<file path="config.mk">
export PLATFORM = sky130hd
export DESIGN_NAME = rct_countdown_timer
export DESIGN_NICKNAME = d
export VERILOG_FILES = /design/src/pkg/rct_pkg.sv /design/src/rtl/rct_countdown_timer.sv
export SDC_FILE = /design/constraint.sdc
export NUM_CORES = 1
export LEC_CHECK = 0
export ABC_AREA = 1
export BUFFER_PORTS_ARGS = -buffer_cell sky130_fd_sc_hd__buf_2
export CORE_ASPECT_RATIO = 1.5
export CORE_MARGIN = 3
export CORE_UTILIZATION = 31
export CTS_BUF_LIST = sky130_fd_sc_hd__clkbuf_4 sky130_fd_sc_hd__clkbuf_8
export DETAILED_ROUTE_END_ITERATION = 7
export GPL_ROUTABILITY_DRIVEN = 1
export HOLD_SLACK_MARGIN = 0.1
export REMOVE_ABC_BUFFERS = 1
export SLEW_MARGIN = 15
export SYNTH_ARGS = -nofsm -noshare
export SYNTH_HDL_FRONTEND = slang
export SYNTH_SLANG_ARGS = --single-unit
</file>
<file path="constraint.sdc">
create_clock -name i_ref_clk -period 2.7 [get_ports i_ref_clk]
set_input_delay 0.135 -clock i_ref_clk [delete_from_list [all_inputs] [get_ports i_ref_clk]]
set_output_delay 0.135 -clock i_ref_clk [all_outputs]
set_load 0.02 [all_outputs]
</file>
<file path="src/pkg/rct_pkg.sv">
`default_nettype none
package rct_pkg;

  // =====================================================================
  // Register offsets
  localparam logic [7:0] MAIN_TIMER_CONTROL_OFS     = 8'h00;
  localparam logic [7:0] IRQ_ENABLE_OFS             = 8'h01;
  localparam logic [7:0] IRQ_FLAG_OFS               = 8'h02;
  localparam logic [7:0] RELOAD_VALUE_LOW_BYTE_OFS  = 8'h18;
  localparam logic [7:0] RELOAD_VALUE_HIGH_BYTE_OFS = 8'h19;

  // =====================================================================
  // Field positions
  localparam int COUNTDOWN_RUN_ENABLE_BIT = 1;
  localparam int AUTO_RELOAD_ENABLE_BIT   = 2;
  localparam int TICK_RATE_SELECT_LO_BIT  = 5;
  localparam int TICK_RATE_SELECT_HI_BIT  = 6;
  localparam int EXPIRY_IRQ_ENABLE_BIT    = 1;
  localparam int EXPIRY_FLAG_BIT          = 1;

  // Bits of the control register guarded while the timer runs
  localparam logic [7:0] RUN_LOCKED_MASK = 8'h64;
  // Enable register holds bits 4..0 only
  localparam logic [7:0] IRQ_ENABLE_MASK = 8'h1F;

  // =====================================================================
  // Reset values
  localparam logic [7:0]  MAIN_TIMER_CONTROL_RST = 8'h99;
  localparam logic [7:0]  IRQ_ENABLE_RST         = 8'h00;
  localparam logic [15:0] RELOAD_VALUE_RST       = 16'h0000;

  // =====================================================================
  // Oscillator edges per countdown tick: 32 Hz, 8 Hz, 1 Hz, 0.5 Hz
  localparam int OSC_HZ          = 32768;
  localparam int TICK_32HZ_DIV   = OSC_HZ / 32;
  localparam int TICK_8HZ_DIV    = OSC_HZ / 8;
  localparam int TICK_1HZ_DIV    = OSC_HZ;
  localparam int TICK_HALF_HZ_DIV = OSC_HZ * 2;
  localparam int PRESCALE_W      = 16;

  typedef enum logic [1:0] {
    RCT_RATE_32HZ   = 2'h0,
    RCT_RATE_8HZ    = 2'h1,
    RCT_RATE_1HZ    = 2'h2,
    RCT_RATE_HALFHZ = 2'h3
  } rct_rate_t;

endpackage
`default_nettype wire

</file>
<file path="src/rtl/rct_countdown_timer.sv">
// Contract
// - Timer counts only while run-enable set
// - Rate field picks 32/8/1/0.5 Hz tick
// - Reload value from bytes at 18h, 19h
// - Reload 1..65535, one decrement per tick
// - Reload value zero stops counting
// - Period ends when counter reaches zero
// - Auto-reload restarts period after each expiry
// - Reload costs one tick: later periods n+1
// - Expiry sets flag when irq enable set
// - Interrupt mirrors flag; writing zero releases
// - Rate and auto-reload writable only when stopped
// - Reload bytes writable only if stopped, no auto-reload
// - Open-drain active-low irq; flag sticky until cleared
`timescale 1ns/10ps
`default_nettype none
module rct_countdown_timer
#(
  parameter int PRESCALE_W = rct_pkg::PRESCALE_W
)
(
  input  wire logic       i_ref_clk,
  input  wire logic       i_rst,
  input  wire logic       i_osc_32k,
  input  wire logic       i_reg_wr,
  input  wire logic [7:0] i_reg_addr,
  input  wire logic [7:0] i_reg_wdata,
  output logic      [7:0] o_reg_rdata,
  output logic            o_irq_n_out,
  output logic            o_irq_n_oe
);

  // =====================================================================
  // Oscillator synchroniser and prescaler
  logic                               osc_meta;
  logic                               osc_sync;
  logic                               osc_prev;
  logic [PRESCALE_W-1:0]              prescale;
  logic [PRESCALE_W-1:0]              next_prescale;
  logic [PRESCALE_W-1:0]              div_mask;
  logic                               osc_edge;
  logic                               tick;

  // =====================================================================
  // Registers and counter
  logic [7:0]  ctrl;
  logic [7:0]  next_ctrl;
  logic [7:0]  irq_en;
  logic [7:0]  next_irq_en;
  logic [15:0] reload;
  logic [15:0] next_reload;
  logic [15:0] count;
  logic [15:0] next_count;
  logic        reload_due;
  logic        next_reload_due;
  logic        run_prev;
  logic        expiry_flag;
  logic        next_expiry_flag;
  logic        expiry;
  logic [7:0]  next_rdata;
  logic        run;
  logic        auto_reload;
  rct_pkg::rct_rate_t rate;

  assign run         = ctrl[rct_pkg::COUNTDOWN_RUN_ENABLE_BIT];
  assign auto_reload = ctrl[rct_pkg::AUTO_RELOAD_ENABLE_BIT];
  assign rate        = rct_pkg::rct_rate_t'({ctrl[rct_pkg::TICK_RATE_SELECT_HI_BIT],
                                             ctrl[rct_pkg::TICK_RATE_SELECT_LO_BIT]});

  // =====================================================================
  // Elaboration checks
  // Slowest tick needs every divider bit; a narrower prescaler would alias rates
  if (PRESCALE_W < $clog2(rct_pkg::TICK_HALF_HZ_DIV))
  begin : g_prescale_check
    $error("Prescaler too narrow for the slowest tick");
  end

  // =====================================================================
  // Tick generation
  always_comb
  begin
    osc_edge = osc_sync & ~osc_prev;
    unique case (rate)
      rct_pkg::RCT_RATE_32HZ:  div_mask = PRESCALE_W'(rct_pkg::TICK_32HZ_DIV - 1);
      rct_pkg::RCT_RATE_8HZ:   div_mask = PRESCALE_W'(rct_pkg::TICK_8HZ_DIV - 1);
      rct_pkg::RCT_RATE_1HZ:   div_mask = PRESCALE_W'(rct_pkg::TICK_1HZ_DIV - 1);
      rct_pkg::RCT_RATE_HALFHZ: div_mask = PRESCALE_W'(rct_pkg::TICK_HALF_HZ_DIV - 1);
    endcase
    // Free-running divider; a tick is one ref-clock pulse on an oscillator edge
    next_prescale = osc_edge ? prescale + PRESCALE_W'(16'h0001) : prescale;
    tick          = osc_edge && ((prescale & div_mask) == div_mask);
  end

  always_ff @(posedge i_ref_clk)
  begin
    if (i_rst)
    begin
      osc_meta <= 1'b0;
      osc_sync <= 1'b0;
      osc_prev <= 1'b0;
      prescale <= '0;
    end
    else
    begin
      osc_meta <= i_osc_32k;
      osc_sync <= osc_meta;
      osc_prev <= osc_sync;
      prescale <= next_prescale;
    end
  end

  // =====================================================================
  // Register writes, countdown and flag
  always_comb
  begin
    next_ctrl        = ctrl;
    next_irq_en      = irq_en;
    next_reload      = reload;
    next_count       = count;
    next_reload_due  = reload_due;
    next_expiry_flag = expiry_flag;
    expiry           = 1'b0;

    if (i_reg_wr)
    begin
      unique case (i_reg_addr)
        rct_pkg::MAIN_TIMER_CONTROL_OFS:
          // Rate and auto-reload keep their value while running
          if (run)
            next_ctrl = (ctrl & rct_pkg::RUN_LOCKED_MASK)
                      | (i_reg_wdata & ~rct_pkg::RUN_LOCKED_MASK);
          else
            next_ctrl = i_reg_wdata;
        rct_pkg::IRQ_ENABLE_OFS:
          next_irq_en = i_reg_wdata & rct_pkg::IRQ_ENABLE_MASK;
        rct_pkg::IRQ_FLAG_OFS:
          if (!i_reg_wdata[rct_pkg::EXPIRY_FLAG_BIT])
            next_expiry_flag = 1'b0;
        rct_pkg::RELOAD_VALUE_LOW_BYTE_OFS:
          if (!run && !auto_reload)
            next_reload[7:0] = i_reg_wdata;
        rct_pkg::RELOAD_VALUE_HIGH_BYTE_OFS:
          if (!run && !auto_reload)
            next_reload[15:8] = i_reg_wdata;
        default:
          next_ctrl = ctrl;
      endcase
    end

    if (run && !run_prev)
    begin
      // Start always loads a fresh period, without the reload tick
      next_count      = reload;
      next_reload_due = 1'b0;
    end
    else if (run && tick && (reload != 16'h0000))
    begin
      // Reload eats a whole tick, so later periods last n+1
      if (reload_due)
      begin
        next_count      = reload;
        next_reload_due = 1'b0;
      end
      else if (count != 16'h0000)
      begin
        next_count = count - 16'h0001;
        if (count == 16'h0001)
        begin
          expiry          = 1'b1;
          next_reload_due = auto_reload;
        end
      end
    end

    // A new expiry beats a clear in the same cycle
    if (expiry && irq_en[rct_pkg::EXPIRY_IRQ_ENABLE_BIT])
      next_expiry_flag = 1'b1;

    unique case (i_reg_addr)
      rct_pkg::MAIN_TIMER_CONTROL_OFS:     next_rdata = next_ctrl;
      rct_pkg::IRQ_ENABLE_OFS:             next_rdata = next_irq_en;
      rct_pkg::IRQ_FLAG_OFS:               next_rdata = {6'h00, next_expiry_flag, 1'b0};
      rct_pkg::RELOAD_VALUE_LOW_BYTE_OFS:  next_rdata = next_reload[7:0];
      rct_pkg::RELOAD_VALUE_HIGH_BYTE_OFS: next_rdata = next_reload[15:8];
      default:                             next_rdata = 8'h00;
    endcase
  end

  always_ff @(posedge i_ref_clk)
  begin
    if (i_rst)
    begin
      ctrl        <= rct_pkg::MAIN_TIMER_CONTROL_RST;
      irq_en      <= rct_pkg::IRQ_ENABLE_RST;
      reload      <= rct_pkg::RELOAD_VALUE_RST;
      count       <= '0;
      reload_due  <= 1'b0;
      run_prev    <= 1'b0;
      expiry_flag <= 1'b0;
      o_reg_rdata <= 8'h00;
      o_irq_n_out <= 1'b0;
      o_irq_n_oe  <= 1'b0;
    end
    else
    begin
      ctrl        <= next_ctrl;
      irq_en      <= next_irq_en;
      reload      <= next_reload;
      count       <= next_count;
      reload_due  <= next_reload_due;
      run_prev    <= run;
      expiry_flag <= next_expiry_flag;
      o_reg_rdata <= next_rdata;
      // Open drain: only ever pulls low
      o_irq_n_out <= 1'b0;
      o_irq_n_oe  <= next_expiry_flag;
    end
  end

endmodule // rct_countdown_timer
`default_nettype wire

</file>
Yosys cells after proc, flatten, opt, wreduce, memory -nomap -nowiden
Cells that the tools add are included.

Muxes and demuxes: 28. Add/subtract/negate cells: 2. Reduce and logical (&&, ||, !) cells: 17. Eq/ne operators: 9. Bitwise operators: 4.

Operators by type and width (count): two-way mux 16 bit (5); two-way mux 8 bit (9); case mux 16 bit (4 select lines) (1); case mux 8 bit (5 select lines) (1); nonzero test 16 bit (2); adder 16 x 1 -> 16 bit (second input constant) (1); AND 16 bit (1); == test 16 x 1 -> 1 bit (second input constant) (1); == test 16 bit (1); == test 8 x 5 -> 1 bit (second input constant) (2); subtractor 16 x 1 -> 16 bit (second input constant) (1); two-way mux 1 bit (12); == test 8 x 1 -> 1 bit (second input constant) (1); == test 8 x 2 -> 1 bit (second input constant) (1); zero test 8 bit (1); OR 7 x 8 -> 8 bit (1); logical AND 1 bit (6); == test 2 bit (second input constant) (2); zero test 1 bit (3); nonzero test 3 bit (1); == test 2 x 1 -> 1 bit (second input constant) (1); zero test 2 bit (1); AND reduction 2 bit (1); nonzero test 2 bit (1); other kinds (3) (3).

Output and inout port bits: 10. Bits in registers: 78. Bits of input ports: 20.

Longest topological paths before layout
Word-level depth: 12. Gate-level depth with buffers: 11. Mapped depth without buffers: 11.

Least setup slack after synthesis
No wires, ideal clock.

Path type: flip-flop to flip-flop. Start point: register prescale[0]. End point: register count[7]. Cell stages (with the launch flop): 12. Buffers on the path: 1. Slack: 1.046 ns. Arrival: 1.521 ns. Library setup time: 0.132 ns. Required time: 2.568 ns. Cell sequence: dfxtp_1 > ha_1 > nand3_1 > nor2_2 > nand2_1 > nor2_1 > nand3_2 > nand2_4 > nand2_2 > buf_6 > nand2_1 > a21oi_1.

Cells in the longest elaborated chain, start to end: 7.

Ends and longest elaborated chain: start: declaration (RTL line rct_countdown_timer.sv:38) `logic [PRESCALE_W-1:0] prescale;`; start signal: assignment (RTL line rct_countdown_timer.sv:108) `prescale <= next_prescale;`; AND 16 bit (RTL line rct_countdown_timer.sv:91) `tick = osc_edge && ((prescale & div_mask) == div_mask);`; == test 16 bit (RTL line rct_countdown_timer.sv:91); logical AND 1 bit (RTL line rct_countdown_timer.sv:91); logical AND 1 bit (2 in series) (RTL line rct_countdown_timer.sv:156) `else if (run && tick && (reload != 16'h0000))`; nonzero test 2 bit (no line); AND reduction 2 bit (no line); end signal: assignment (RTL line rct_countdown_timer.sv:209) `count <= next_count;`; end: declaration (RTL line rct_countdown_timer.sv:52) `logic [15:0] count;`.

No other way between the ends. A chain may end at the register's enable or synchronous reset.

Worst setup path after layout
Start point: register prescale[0]. End point: register count[6].

Same word-level chain as after synthesis.

==> flow_summary_export.csv <==
group,metric,value,unit
global_route,antenna_found_initial,0,
routing,wl_met1,4420,µm
yosys,synth_area_leaders,"dfxtp_1 38%, nand2_1 16%, nor2_1 11%",
worst_setup_path,r2r_slack,660,ps
clocking,cts.sinks,78,
routing,dr.pass1.iters,4,
clocking,clock_latency,370,ps
final_layout,fillerInstances,1433,
timing,drv_slew,0,
timing,setup_viol,0,
clocking,cts_hold_buf,6,
yosys,ys.warnings.count,0,
worst_setup_path,crit_top_cell,"nor2_1",
clocking,cts_buffers,9,
worst_setup_path,path_cells,"ha_1 > nand3_1 > nor2_2 > nand2_1 > nor2_1 > nand3_2 > nand2_4 > nand2_2 > o21ai_0 > nor2_1",
yosys,ys_seq_area_frac,0.384,
floorplan,rows,50,
yosys,synth_top_area_cell,"dfxtp_1",
routing,post-route-drc-count,0,
worst_setup_path,worstSetupEndpointType,"flop",
pwr,ir_worst_vdd,286,µV
routing,wirelength,10200,µm
global_route,grt_pass1_vias,3666,
worst_setup_path,cp_data_arrival_time,2260,ps
global_route,track_usage,0.142,
yosys,synth_edf_count,0,
floorplan,die-area,14500,µm²
worst_setup_path,reg2reg_depth,10,
yosys,yosys.area.top_type_share,0.384,
status,status,"complete, no violations",
yosys,netlist_top_cells_count,"169 x nand2_1, 120 x nor2_1, 78 x dfxtp_1",
placed_design,gp_congestion,0.875,
floorplan,coreArea,12600,µm²
routing,ant_nets,0,
global_route,grt_overflow,0,
yosys,ys.flop_type,"dfxtp_1",
floorplan,start_util,0.321,
yosys,netlist_area,4060,µm²
worst_setup_path,slowest_delay,360,ps
placed_design,place_area,4340,µm²
clocking,cts_tree,"yes",
pwr,leakagePower,1.98,nW
timing,fin_crit,2040,ps
yosys,synthCells,634,
clocking,cts-root-buf,"clkbuf_8",
worst_setup_path,r2r-end,"count[6]",
global_route,grt_pass1_wl,16800,µm
clocking,cts_setup_buffers,0,
floorplan,die_y,146,µm
worst_setup_path,critPathSlowestCell,"dfxtp_1",
placed_design,dp_hpwl,7650,µm
pwr,powerDensity,469,nW/µm²
floorplan,pin_count,30,
yosys,synth.distinct_cells,38,
timing,slew_headroom,0.474,
flow_run,maxCapViolCount,0,
yosys,ys_seq_elements,78,
final_layout,final_area,4600,µm²
timing,fin_crit_sh,0.755,
timing,rsz0062_at_grt,"no",
clocking,cts_htree_levels,3,
final_layout,layout.nets,689,
worst_setup_path,worstReg2RegStart,"prescale[0]",
worst_setup_path,worst-path-max-fanout,16,
clocking,cts_buffer_depth,2,
placed_design,portBuffers,28,
worst_setup_path,critPathRequiredTime,2920,ps
routing,routedWlPerCell,12.3,µm
routing,met2WireLength,5150,µm
timing,finalHoldViolCount,0,
final_layout,drive_above_1_share,0.109,
clocking,path_clk_slew,90,ps
global_route,grt_max_degree,56,
worst_hold_path,hold_class,"input pin to flop",
worst_hold_path,holdCritStartpoint,"i_reg_wdata[5]",
worst_hold_path,min_to,"ctrl[5]",
routing,top_layer_used,"met4",
clocking,cts_resized,0,
yosys,yosysMostFrequentCell,"nand2_1",
yosys,async_reset_ff_frac,0,
routing,dr.first_iter.drc_count,117,
worst_setup_path,cpLargestDelayFamily,"simple AND/OR/NAND/NOR gates",
final_layout,antenna_cells,0,
floorplan,die_w,99.5,µm
final_layout,syn_to_final_growth,13.3,%
timing,skew,12.7,ps
yosys,synth_area_per_cell,6.41,µm²
timing,clock.fmax,0.491,GHz
timing,worst_slew_pin_slew,788,ps
worst_setup_path,setup.worst_path.start_class,"flop",
worst_setup_path,crit_buf_inv,0,
routing,via_per_inst,4.64,
routing,wl_met3,275,µm
timing,setup_total_negative_slack,0,ps
worst_hold_path,hold_path_depth,5,
worst_setup_path,worstSetupPathType,"flop to flop",
routing,dr_total_vias,3839,
worst reg2reg max path, stage by stage (launching register included):
cell and delay, ps:
dfxtp_1 360, ha_1 150, nand3_1 140, nor2_2 150, nand2_1 60, nor2_1 210, nand3_2 180, nand2_4 140
nand2_2 220, o21ai_0 220, nor2_1 60
sequential cells by signal, summed over array words and instances (netlist names):
name and flops:
count 16, prescale 16, reload 16, ctrl 8
irq_en 8, o_reg_rdata 8, expiry_flag 1, osc_meta 1
osc_prev 1, osc_sync 1, reload_due 1, run_prev 1
power breakdown:
group	total, mW	internal (mW)	switching [mW]
clock network	0.915	0.463	0.453
registers	1.16	1.15	0.00244
logic	0.0881	0.0291	0.0590
total	2.16	1.65	0.514
worst max path at each step:
stage | from | endpoint | slack, ps | depth (start not counted)
6_report | prescale[0] | count[6] | 660 | 10
3_3_place_gp | prescale[0] | count[6] | 740 | 10
4_1_cts | prescale[0] | count[6] | 650 | 10
2_1_floorplan | ctrl[1] | count[2] | 770 | 7
5_1_grt | prescale[0] | count[6] | 350 | 10
3_5_place_dp | prescale[0] | count[6] | 690 | 10
routing by layer:
metal  track usage  vias up
met4        0.0670        0
met1         0.154     1696
met3        0.0263       24
met5             0        -
met2         0.262       53
li1              -     2066
through the flow:
stage          hold WS [ps]   util  worst slack, ps  cells  power (mW)
2_1_floorplan           204      -              775    617        1.22
3_3_place_gp            351  0.343              740    805        1.27
3_5_place_dp            365  0.343              694    805        1.26
4_1_cts                 144  0.364              648    827        2.19
5_1_grt                 195  0.364              353    827        2.23
6_report                158  0.364              661    827        2.16
area by class of cell:
cell class                 count  area, µm²  share of cell area
clock buffer                  11        145              0.0315
clock inverter                 5       58.8              0.0128
multi-input combinational    465       2130               0.464
sequential                    78       1560               0.339
timing repair buffer          38        230              0.0500
tap                          156        195              0.0424
inverter                      74        278              0.0604
logic make-up (layout without fill, tap and decap cells):
| kind of cell | Yosys count | in the layout | share of synthesized area |
|---|---|---|---|
| AOI/OAI and AO/OA | 89 | 89 | 0.119 |
| and+or+nand+nor | 365 | 365 | 0.381 |
| adders and majority gates | 3 | 3 | 0.00924 |
| other | 1 | 1 | 0.000923 |
| buffers and inverters | 91 | 128 | 0.0903 |
| xor gates and xnor gates | 7 | 7 | 0.0151 |
| DFF | 78 | 78 | 0.384 |
cell usage in the layout, fill, tap and decap left out, types with 2 or more instances in the layout:
master         count
a21oi_1           29
buf_2             28
buf_4              4
clkbuf_8          10
clkinvlp_4         2
dfxtp_1           78
dlygate4sd3_1      6
ha_1               3
inv_1             71
inv_2              3
nand2_1          169
nand2_2            2
nand3_1           39
nand3_2            3
nand3b_1           3
nand4_1            9
nor2_1           120
nor2_2             5
nor2_4             2
nor3_1             4
o21a_1             4
o21ai_0           41
o21ai_1            8
or2_2              6
xnor2_1            3
xor2_1             4
(Power assumes the default switching activity.)
